==> config.mk <==
export PLATFORM = sky130hd
export DESIGN_NAME = t16oc_top
export DESIGN_NICKNAME = d
export VERILOG_FILES = /design/src/rtl/t16oc_top.v
export VERILOG_INCLUDE_DIRS = /design/src /design/src/include
export SDC_FILE = /design/constraint.sdc
export NUM_CORES = 1
export LEC_CHECK = 0
export BUFFER_PORTS_ARGS = -buffer_cell sky130_fd_sc_hd__buf_4
export CORE_MARGIN = 2
export CORE_UTILIZATION = 44
export CTS_CLUSTER_DIAMETER = 60
export DETAILED_ROUTE_END_ITERATION = 16
export PLACE_DENSITY = 0.66
export SLEW_MARGIN = 20
export SYNTH_ARGS = -nofsm -noshare
export SYNTH_HDL_FRONTEND = slang
export SYNTH_SLANG_ARGS = --single-unit
==> constraint.sdc <==
create_clock -name pclk -period 4.8 [get_ports pclk]
set_input_delay 0.24 -clock pclk [delete_from_list [all_inputs] [get_ports pclk]]
set_output_delay 0.24 -clock pclk [all_outputs]
set_load 0.01 [all_outputs]
==> src/include/t16oc_defs.vh <==
// Purpose: constants of the 16-bit timer output compare unit
// Assumes: APB slave, 32-bit data, byte addresses, pclk 125 MHz
// Notes: how it works is listed below
// How it works
// [RQ1] Compare full counter with each channel always
// [RQ2] Two independent channels A and B
// [RQ3] Flag set one timer tick after match
// [RQ4] Enabled flag raises channel interrupt request
// [RQ5] Interrupt service clears the flag
// [RQ6] Writing one clears flag, zero ignored
// [RQ7] Match, TOP, BOTTOM drive waveform generator
// [RQ8] Channel A value may serve as TOP
// [RQ9] Double buffer in PWM, direct otherwise
// [RQ10] Buffer copies to active at TOP/BOTTOM
// [RQ11] Software reaches buffer or active register
// [RQ12] Compare reads return both bytes directly
// [RQ13] Software writes high byte before low
// [RQ14] Low write merges held high byte
// [RQ15] Force strobe acts like match, no flag
// [RQ16] Counter write blocks next tick's matches
// [RQ17] Counter written to TOP misses TOP
// [RQ18] Software sets output before pin enable
// [RQ19] Output state kept across mode change
// [RQ20] Output action bits act immediately
// [RQ21] Zero action bits leave output unchanged
// [RQ22] Reset clears output states to zero
// [RQ23] Timing counted in timer ticks, one clock
`ifndef T16OC_DEFS_VH
`define T16OC_DEFS_VH
`define T16OC_AW          12
`define T16OC_CTRL_OFS    12'h000
`define T16OC_FORCE_OFS   12'h004
`define T16OC_FLAG_OFS    12'h008
`define T16OC_STAT_OFS    12'h00C
`define T16OC_CMPA_HI_OFS 12'h010
`define T16OC_CMPA_LO_OFS 12'h014
`define T16OC_CH_STRIDE   12'h008
`define T16OC_MODE_LSB    0
`define T16OC_ACT_LSB     4
`define T16OC_IEN_LSB     8
`define T16OC_CTRL_W      10
`define T16OC_CTRL_RST    10'h000
`define T16OC_CMP_RST     16'h0000
`define T16OC_M_NORMAL    4'h0
`define T16OC_M_CTC_OCR   4'h4
`define T16OC_M_CTC_ICR   4'hC
`define T16OC_M_RSVD      4'hD
`define T16OC_M_PFC_ICR   4'h8
`define T16OC_M_PFC_OCR   4'h9
`define T16OC_M_PC_OCR    4'hB
`define T16OC_M_FAST_OCR  4'hF
`define T16OC_ACT_NONE    2'h0
`define T16OC_ACT_TOGGLE  2'h1
`define T16OC_ACT_CLEAR   2'h2
`define T16OC_ACT_SET     2'h3
`endif

==> src/rtl/t16oc_top.v <==
// Purpose: output compare section of a 16-bit timer, channels A and B
// Assumes: counter, tick and TOP/BOTTOM come from logic on pclk
// Notes: APB slave with one wait state; pin direction lives elsewhere
//
// The implementer's own choices: the register offsets and the APB interface to the registers.
`timescale 1ns/10ps
`default_nettype none
`include "t16oc_defs.vh"

module t16oc_top
(
  input  wire                   pclk,
  input  wire                   presetn,
  input  wire                   psel,
  input  wire                   penable,
  input  wire                   pwrite,
  input  wire [`T16OC_AW-1:0]   paddr,
  input  wire [31:0]            pwdata,
  output reg  [31:0]            prdata,
  output reg                    pready,
  output reg                    pslverr,
  input  wire [15:0]            counter_value,
  input  wire                   timer_tick,
  input  wire                   counter_top,
  input  wire                   counter_bottom,
  input  wire                   counter_down,
  input  wire                   counter_write,
  input  wire                   irq_ack_a,
  input  wire                   irq_ack_b,
  output reg                    irq_req_a,
  output reg                    irq_req_b,
  output reg                    match_a,
  output reg                    match_b,
  output reg                    compare_output_state_a,
  output reg                    compare_output_state_b,
  output reg  [15:0]            top_value
);

  function is_pwm;
    input [3:0] m;
    begin
      is_pwm = !((m == `T16OC_M_NORMAL) || (m == `T16OC_M_CTC_OCR) ||
                 (m == `T16OC_M_CTC_ICR) || (m == `T16OC_M_RSVD));
    end
  endfunction

  function is_fast;
    input [3:0] m;
    begin
      is_fast = (m == 4'h5) || (m == 4'h6) || (m == 4'h7) ||
                (m == 4'hE) || (m == `T16OC_M_FAST_OCR);
    end
  endfunction

  function upd_at_bottom;
    input [3:0] m;
    begin
      upd_at_bottom = (m == `T16OC_M_PFC_ICR) || (m == `T16OC_M_PFC_OCR);
    end
  endfunction

  function uses_a_top;
    input [3:0] m;
    begin
      uses_a_top = (m == `T16OC_M_CTC_OCR) || (m == `T16OC_M_PFC_OCR) ||
                   (m == `T16OC_M_PC_OCR) || (m == `T16OC_M_FAST_OCR);
    end
  endfunction

  // Non-PWM action, shared by real and forced matches
  function act_apply;
    input       cur;
    input [1:0] act;
    begin
      case (act)
        `T16OC_ACT_TOGGLE: act_apply = ~cur;
        `T16OC_ACT_CLEAR:  act_apply = 1'b0;
        `T16OC_ACT_SET:    act_apply = 1'b1;
        default:           act_apply = cur;
      endcase
    end
  endfunction

  reg  [`T16OC_CTRL_W-1:0] ctrl_r;
  reg  [7:0]               hold_hi_r;
  reg                      block_r;
  reg  [1:0]               flag_r;
  reg  [1:0]               pend_r;
  reg  [1:0]               hit_q_r;
  reg  [1:0]               state_r;
  reg  [15:0]              act_r [0:1];
  reg  [15:0]              buf_r [0:1];
  reg  [31:0]              rdata_nxt;
  reg                      rerr_nxt;

  wire [3:0] mode     = ctrl_r[`T16OC_MODE_LSB+3:`T16OC_MODE_LSB];
  wire       pwm_on   = is_pwm(mode);
  wire       access   = psel & penable;
  wire       wr_en    = access & pwrite & pready;
  wire       wr_ctrl  = wr_en & (paddr == `T16OC_CTRL_OFS);
  wire       wr_force = wr_en & (paddr == `T16OC_FORCE_OFS);
  wire       wr_flag  = wr_en & (paddr == `T16OC_FLAG_OFS);
  wire [1:0] ack_in   = {irq_ack_b, irq_ack_a};
  wire [1:0] ien      = ctrl_r[`T16OC_IEN_LSB+1:`T16OC_IEN_LSB];
  wire       upd_pt   = upd_at_bottom(mode) ? counter_bottom : counter_top;
  wire [1:0] hit;
  wire [1:0] state_nxt;

  // One wait state so that every bus output comes from a flop
  always @(posedge pclk or negedge presetn)
  begin
    if (!presetn)
    begin
      pready  <= 1'b0;
      prdata  <= 32'h0000_0000;
      pslverr <= 1'b0;
    end
    else
    begin
      pready  <= access & ~pready;
      prdata  <= (access & ~pready & ~pwrite) ? rdata_nxt : 32'h0000_0000;
      pslverr <= access & ~pready & rerr_nxt;
    end
  end

  always @*
  begin
    rdata_nxt = 32'h0000_0000;
    rerr_nxt  = 1'b0;
    case (paddr)
      `T16OC_CTRL_OFS:
        rdata_nxt[`T16OC_CTRL_W-1:0] = ctrl_r;
      `T16OC_FORCE_OFS:
        rdata_nxt = 32'h0000_0000;
      `T16OC_FLAG_OFS:
        rdata_nxt[1:0] = flag_r;
      `T16OC_STAT_OFS:
        rdata_nxt[3:0] = {hit_q_r, state_r};
      // Reads bypass the holding byte, the value only moves on writes
      `T16OC_CMPA_HI_OFS:
        rdata_nxt[7:0] = pwm_on ? buf_r[0][15:8] : act_r[0][15:8]; // RQ12
      `T16OC_CMPA_LO_OFS:
        rdata_nxt[7:0] = pwm_on ? buf_r[0][7:0] : act_r[0][7:0]; // RQ12
      `T16OC_CMPA_HI_OFS + `T16OC_CH_STRIDE:
        rdata_nxt[7:0] = pwm_on ? buf_r[1][15:8] : act_r[1][15:8]; // RQ12
      `T16OC_CMPA_LO_OFS + `T16OC_CH_STRIDE:
        rdata_nxt[7:0] = pwm_on ? buf_r[1][7:0] : act_r[1][7:0]; // RQ12
      default:
        rerr_nxt = 1'b1;
    endcase
  end

  // Action bits are read live, so a change counts at the next match
  always @(posedge pclk or negedge presetn)
  begin
    if (!presetn)
      ctrl_r <= `T16OC_CTRL_RST;
    else if (wr_ctrl)
      ctrl_r <= pwdata[`T16OC_CTRL_W-1:0]; // RQ20
  end

  // One holding byte serves both channels; high byte must come first
  always @(posedge pclk or negedge presetn)
  begin
    if (!presetn)
      hold_hi_r <= 8'h00;
    else if (wr_en & ((paddr == `T16OC_CMPA_HI_OFS) ||
                      (paddr == `T16OC_CMPA_HI_OFS + `T16OC_CH_STRIDE)))
      hold_hi_r <= pwdata[7:0]; // RQ14 RQ13
  end

  // Block lasts until the tick after the counter write
  always @(posedge pclk or negedge presetn)
  begin
    if (!presetn)
      block_r <= 1'b0;
    else if (counter_write)
      block_r <= 1'b1; // RQ16 RQ17
    else if (timer_tick)
      block_r <= 1'b0; // RQ16 RQ23
  end

  genvar i;
  generate
    for (i = 0; i < 2; i = i + 1)
    begin : g_ch
      wire [1:0] act_bits = ctrl_r[`T16OC_ACT_LSB+2*i+1:`T16OC_ACT_LSB+2*i];
      wire       wr_lo    = wr_en &
                            (paddr == `T16OC_CMPA_LO_OFS + i * `T16OC_CH_STRIDE);
      wire       frc      = wr_force & pwdata[i] & ~pwm_on;
      wire       pwm_tog  = (i == 0) & ((mode == `T16OC_M_FAST_OCR) ||
                            (mode == `T16OC_M_PFC_OCR) || (mode == `T16OC_M_PC_OCR));
      reg        st_nxt;

      assign hit[i] = timer_tick & ~block_r &
                      (counter_value == act_r[i]); // RQ1 RQ2 RQ16 RQ23

      // Buffer and active both follow writes outside PWM
      always @(posedge pclk or negedge presetn)
      begin
        if (!presetn)
        begin
          buf_r[i] <= `T16OC_CMP_RST;
          act_r[i] <= `T16OC_CMP_RST;
        end
        else
        begin
          if (wr_lo)
            buf_r[i] <= {hold_hi_r, pwdata[7:0]}; // RQ14 RQ11
          if (wr_lo & ~pwm_on)
            act_r[i] <= {hold_hi_r, pwdata[7:0]}; // RQ9 RQ11
          else if (pwm_on & timer_tick & upd_pt)
            act_r[i] <= buf_r[i]; // RQ9 RQ10
        end
      end

      always @*
      begin
        st_nxt = state_r[i];
        if (frc)
          st_nxt = act_apply(state_r[i], act_bits); // RQ15
        else if (act_bits == `T16OC_ACT_NONE)
          st_nxt = state_r[i]; // RQ21
        else if (!pwm_on)
        begin
          if (hit[i])
            st_nxt = act_apply(state_r[i], act_bits); // RQ7
        end
        else if (act_bits == `T16OC_ACT_TOGGLE)
        begin
          if (hit[i] & pwm_tog)
            st_nxt = ~state_r[i]; // RQ7
        end
        else if (is_fast(mode))
        begin
          if (hit[i])
            st_nxt = (act_bits == `T16OC_ACT_SET); // RQ7
          else if (timer_tick & counter_top)
            st_nxt = (act_bits == `T16OC_ACT_CLEAR); // RQ7
        end
        else if (hit[i])
          st_nxt = (act_bits == `T16OC_ACT_SET) ^ counter_down; // RQ7
      end

      assign state_nxt[i] = st_nxt;

      // Flag follows one tick behind the match; set beats any clear
      always @(posedge pclk or negedge presetn)
      begin
        if (!presetn)
        begin
          pend_r[i]  <= 1'b0;
          flag_r[i]  <= 1'b0;
          hit_q_r[i] <= 1'b0;
        end
        else
        begin
          hit_q_r[i] <= hit[i];
          if (timer_tick)
            pend_r[i] <= hit[i]; // RQ3 RQ23
          if (timer_tick & pend_r[i])
            flag_r[i] <= 1'b1; // RQ3
          else if (ack_in[i])
            flag_r[i] <= 1'b0; // RQ5
          else if (wr_flag & pwdata[i])
            flag_r[i] <= 1'b0; // RQ6
        end
      end
    end
  endgenerate

  // Output state survives mode changes; mode writes leave it, reset zeroes it
  always @(posedge pclk or negedge presetn)
  begin
    if (!presetn)
      state_r <= 2'b00; // RQ22
    else
      state_r <= state_nxt; // RQ19
  end

  always @(posedge pclk or negedge presetn)
  begin
    if (!presetn)
    begin
      irq_req_a              <= 1'b0;
      irq_req_b              <= 1'b0;
      match_a                <= 1'b0;
      match_b                <= 1'b0;
      compare_output_state_a <= 1'b0;
      compare_output_state_b <= 1'b0;
      top_value              <= 16'hFFFF;
    end
    else
    begin
      irq_req_a              <= ien[0] & flag_r[0]; // RQ4
      irq_req_b              <= ien[1] & flag_r[1]; // RQ4
      match_a                <= hit[0]; // RQ7
      match_b                <= hit[1]; // RQ7
      compare_output_state_a <= state_nxt[0];
      compare_output_state_b <= state_nxt[1];
      top_value              <= uses_a_top(mode) ? act_r[0] : 16'hFFFF; // RQ8
    end
  end

endmodule
`default_nettype wire

* After elaboration in Yosys (flattened, before gate mapping)
Cells that the tools add are included.
Storage, ports and cells: logic and storage cells 156, register bits 123, output and inout bits 56, bits of input ports 72
Operators by class: reductions and logical operators 25, muxes and demuxes 45, bitwise logic cells 38, eq/ne operators 26
Operators by type and width (count):
- $mux W16 | 5
- $eq A12 B5 Y1 const B | 4
- $eq A16 B16 Y1 | 2
- $mux W8 | 4
- $and A1 B1 Y1 | 31
- $mux W1 | 29
- $eq A4 B4 Y1 const B | 7
- $eq A12 B4 Y1 const B | 2
- $pmux W4 S5 | 1
- $eq A4 B3 Y1 const B | 4
- $logic_or A1 B1 Y1 | 14
- $pmux W2 S7 | 1
- $eq A12 B3 Y1 const B | 1
- $logic_not A12 Y1 | 1
- $pmux W2 S6 | 1
- $mux W10 | 1
- $eq A2 B2 Y1 const B | 4
- $reduce_or A8 Y1 | 1
- $pmux W1 S3 | 2
- $reduce_bool A2 Y1 | 3
- $reduce_bool A3 Y1 | 2
- $not A1 Y1 | 5
- $eq A2 B1 Y1 const B | 2
- $logic_not A2 Y1 | 2
- other kinds (4) | 5

* Depth between registers and ports, before layout
word-level depth 10, mapped depth 9, depth with buffers taken out 7

* Worst setup path after synthesis
Ideal clock, no wire load.
path kind input port to flip-flop, start input paddr[9], end register buf_r[21] (netlist name), data arrival time 1.985 ns, data required time 4.675 ns, buffers on the path 1, setup time 0.125 ns, slack 2.691 ns, stages on the path 7, cell sequence nor4_2 > nand2_1 > nor4_4 > nand3_4 > nor2_2 > buf_4 > mux2_2
On the way: cells in the longest elaborated chain, start to end 2
Ends and longest elaborated chain:
- start, declared | RTL line t16oc_top.v:17 | input wire [`T16OC_AW-1:0] paddr,
- $eq A12 B5 Y1
- $and A1 B1 Y1 | RTL line t16oc_top.v:188 | wire wr_lo = wr_en &
- end signal, assigned by index | RTL line t16oc_top.v:203 | buf_r[i] <= `T16OC_CMP_RST;
- end signal, assigned by index | RTL line t16oc_top.v:209 | buf_r[i] <= {hold_hi_r, pwdata[7:0]};
- end, declared | RTL line t16oc_top.v:92 | reg [15:0] buf_r [0:1];
No other way between the ends. A chain may end at the register's enable or synchronous reset.

* Final worst setup path
start register ctrl_r[0], end register prdata[6]
On the way: cells in the longest elaborated chain, start to end 7, elaborated cells on any way between the ends 13, classes of those cells 3 x eq/ne; 6 x mux; 4 x reduce/logical
Ends and longest elaborated chain:
- start, declared | RTL line t16oc_top.v:84 | reg [`T16OC_CTRL_W-1:0] ctrl_r;
- start signal, assigned | RTL line t16oc_top.v:157 | ctrl_r <= `T16OC_CTRL_RST;
- start signal, assigned | RTL line t16oc_top.v:159 | ctrl_r <= pwdata[`T16OC_CTRL_W-1:0];
- $eq A4 B3 Y1 (no line) / $logic_not A4 Y1 (equally long branches)
- $logic_or A1 B1 Y1 (2 in series) | RTL line t16oc_top.v:42 | is_pwm = !((m == `T16OC_M_NORMAL) || (m == `T16OC_M_CTC_OCR) ||
- $logic_or A1 B1 Y1 (*) | RTL line t16oc_top.v:42
- $mux W8, on equally long branches
- $pmux W4 S5 (*) | RTL line t16oc_top.v:130 | case (paddr)
- $mux W10 (*) | RTL line t16oc_top.v:121 | prdata <= (access & ~pready & ~pwrite) ? rdata_nxt : 32'h0000_0000;
- end signal, assigned | RTL line t16oc_top.v:121
- end, declared | RTL line t16oc_top.v:19 | output reg [31:0] prdata,
Mark *: on every way between the ends. The rest lies on a longest branch, timed or not.

==> results.py <==
metrics = {
    "job": {
        "cap_violations": 0,
    },
    "clocking": {
        "cts_hold_buf": 1,
        "path_clk_slew_ns": 0.05,
        "postCtsSetupBuffers": 0,
        "h-tree-depth": 4,
        "cts_tree": "built",
        "ctsRootBufferMaster": "clkbuf_16",
        "cts_buffers": 17,
        "cts_sinks": 121,
        "cts_resized": 0,
        "cts_buffer_depth": 2,
        "clock_latency_ns": 0.42,
    },
    "worst_setup_path": {
        "rr_startpoint": "ctrl_r[0]$_DFFE_PN0P_",
        "worstPathRequired_ns": 5.08,
        "path_buf_inv": 1,
        "critPathCaptureType": "flip-flop",
        "crit_fanout": 23,
        "crit_type": "flip-flop to flip-flop",
        "crit_arrival_ns": 3.22,
        "crit_chain": "nor2b_1 -> or3_1 -> buf_4 -> mux4_2 -> a221oi_1 -> nor2_1",
        "crit_path_start_kind": "flip-flop",
        "reg2reg_depth": 6,
        "reg2reg_to": "prdata[6]$_DFF_PN0_",
        "r2r_slack_ns": 1.85,
        "slowest_stage": "mux4_2",
        "cp_top_family": "simple AND/OR/NAND/NOR gates",
        "worst_path_largest_cell_delay_ns": 0.59,
    },
    "power_and_ir_drop": {
        "power_density_nw_per_um2": 330.1,
        "p_leak_nw": 3.582,
        "ir_drop_mv": 0.1749,
        "p_total_mw": 2.498,
    },
    "detailed_routing": {
        "vias_per_cell": 5.731,
        "vias": 4688,
        "highest_layer": "met4",
        "drt_pass1_iterations": 5,
        "drt-total-wl_mm": 16.61,
        "drc": 0,
        "met1Wirelength_mm": 7.120,
        "wl_met2_mm": 7.713,
        "wire_per_inst_um": 20.31,
        "drt-initial-drc-count": 314,
        "dr_wl_met3_mm": 1.281,
        "ant_nets": 0,
    },
    "yosys": {
        "synth_ff_type": "dfrtp_1",
        "yosysSeqAreaShare_pct": 49.43,
        "async_reset_ff_share_pct": 100.0,
        "netlist_area_um2": 6166,
        "synth_edf_count": 0,
        "synth_cell_types": 56,
        "yosys_warnings": 0,
        "synth.avg_cell_area_um2": 11.48,
        "synth_seq_cells": 121,
        "synthCells": 537,
    },
    "floorplan": {
        "core_um2": 13770,
        "ios": 128,
        "die_area_um2": 14980,
        "die_w_um": 122.4,
        "initial_core_util_pct": 44.77,
        "die_h_um": 122.4,
        "rows": 43,
    },
    "timing": {
        "slew_viol_final": 0,
        "relSlewSlack_pct": 19.48,
        "worstMarginPinSlew_ns": 1.206,
        "setup_tns_ns": 0,
        "setup_viol": 0,
        "fin_skew_ns": 0.006869,
        "rsz0062_at_grt": "no",
        "finalHoldViolCount": 0,
        "timing.fmax_mhz": 339.5,
        "fin_crit_sh_pct": 61.36,
        "finalCriticalPeriod_ns": 2.945,
    },
    "grt": {
        "grt_overflow": 0,
        "antenna_found_initial": 0,
        "track_usage_pct": 23.40,
        "first_global_vias": 4549,
        "grt_pass1_wl_mm": 25.74,
        "grt_max_degree": 78,
    },
    "worst_hold_path": {
        "hp-start": "pwdata[8]",
        "hold_end": "ctrl_r[8]$_DFFE_PN0P_",
        "hold_class": "input pin to flip-flop",
        "whs_path_depth": 2,
    },
    "final_layout": {
        "seqCellArea_um2": 3048,
        "syn_to_final_growth_pct": 22.75,
        "nets": 697,
        "drive_gt1_share_pct": 35.11,
        "final_common_cell": "dfrtp_1",
        "finish.utilization_pct": 54.95,
        "layout_common_cells": "105 x dfrtp_1, 90 x buf_4, 50 x nand2_1, 49 x mux2_2, 33 x mux2i_1",
        "multi_input_area_um2": 2925,
        "diodes": 0,
        "fillers": 1210,
    },
    "placement": {
        "post-dp-hpwl_mm": 11.38,
        "io_buffers": 83,
        "gp_congestion": 0.9456,
    },
    "outcome": {
        "status": "completed",
    },
}
## area by class of cell
| class | instances | area share, % |
|---|---|---|
| clock buffer | 24 | 6.365 |
| inverter | 6 | 0.2976 |
| timing repair buffer | 93 | 9.555 |
| sequential | 121 | 40.27 |
| tap | 180 | 2.976 |
| multi-input combinational | 386 | 38.65 |
| clock inverter | 8 | 1.885 |
## stage by stage
stage / area, um2 / setup WS [ns] / cells / hold WS, ns
4_1_cts: 7526 / 1.924 / 816 / 0.03032
5_1_grt: 7569 / 1.743 / 818 / 0.06021
6_report: 7569 / 1.855 / 818 / 0.06334
2_1_floorplan: 6245 / 2.691 / 558 / -0.05559
3_5_place_dp: 6892 / 1.793 / 783 / 0.4264
3_3_place_gp: 6892 / 1.876 / 783 / 0.4200
## power by group
| part | internal (mW) | switching, mW |
|---|---|---|
| Clock | 0.906 | 0.437 |
| Sequential | 1.02 | 0.00171 |
| Combinational | 0.0482 | 0.0818 |
## cell usage after synthesis (all sizes together) (8+ instances only)
cell,count,area [um2]
dfrtp,105,2628
a22o,11,96.34
xor2,22,192.7
a21oi,12,60.06
nor4,11,102.6
nand2,50,187.7
dfstp,16,420.4
xnor2,12,105.1
nor2,20,85.08
nor3,13,91.34
clkbuf,10,37.54
or2,17,106.4
buf,35,235.2
o21ai,27,135.1
a21o,14,105.1
mux2i,33,330.3
mux2,50,563.0
mux4,8,180.2
## cells by family (layout without fill, tap and decap cells)
group	Yosys count	in the layout	synth area share, %
buffers and inverters	51	131	4.789
other	1	22	0.06082
muxes	91	91	17.41
and+or+nand+nor	144	144	13.19
DFF	121	121	49.43
xor gates and xnor gates	34	34	4.829
AOI/OAI and AO/OA	95	95	10.29
## routing by layer
metal | global-route usage, % | up-vias
met2 | 36.46 | 224
met3 | 4.972 | 41
li1 | - | 2075
met1 | 31.77 | 2348
met4 | 9.914 | 0
met5 | 0 | -
## sequential cells by signal, summed over array words and instances, names as in the netlist, 2 cells and up
register,cells
top_value,16
flag_r,2
buf_r,32
ctrl_r,10
pend_r,2
hold_hi_r,8
prdata,10
act_r,32
## worst max path at each step
stage                               start                    end  slack [ns]  depth (start not counted)
global route        ctrl_r[0]$_DFFE_PN0P_    prdata[6]$_DFF_PN0_        1.74                          6
global placement                 paddr[9]  buf_r[25]$_DFFE_PN0P_        1.88                          7
CTS                 ctrl_r[0]$_DFFE_PN0P_    prdata[6]$_DFF_PN0_        1.92                          6
detailed placement               paddr[9]  buf_r[30]$_DFFE_PN0P_        1.79                          7
floorplan                        paddr[9]  buf_r[21]$_DFFE_PN0P_        2.69                          7
finish              ctrl_r[0]$_DFFE_PN0P_    prdata[6]$_DFF_PN0_        1.85                          6
Note: power is estimated with default switching activity, not from simulation.
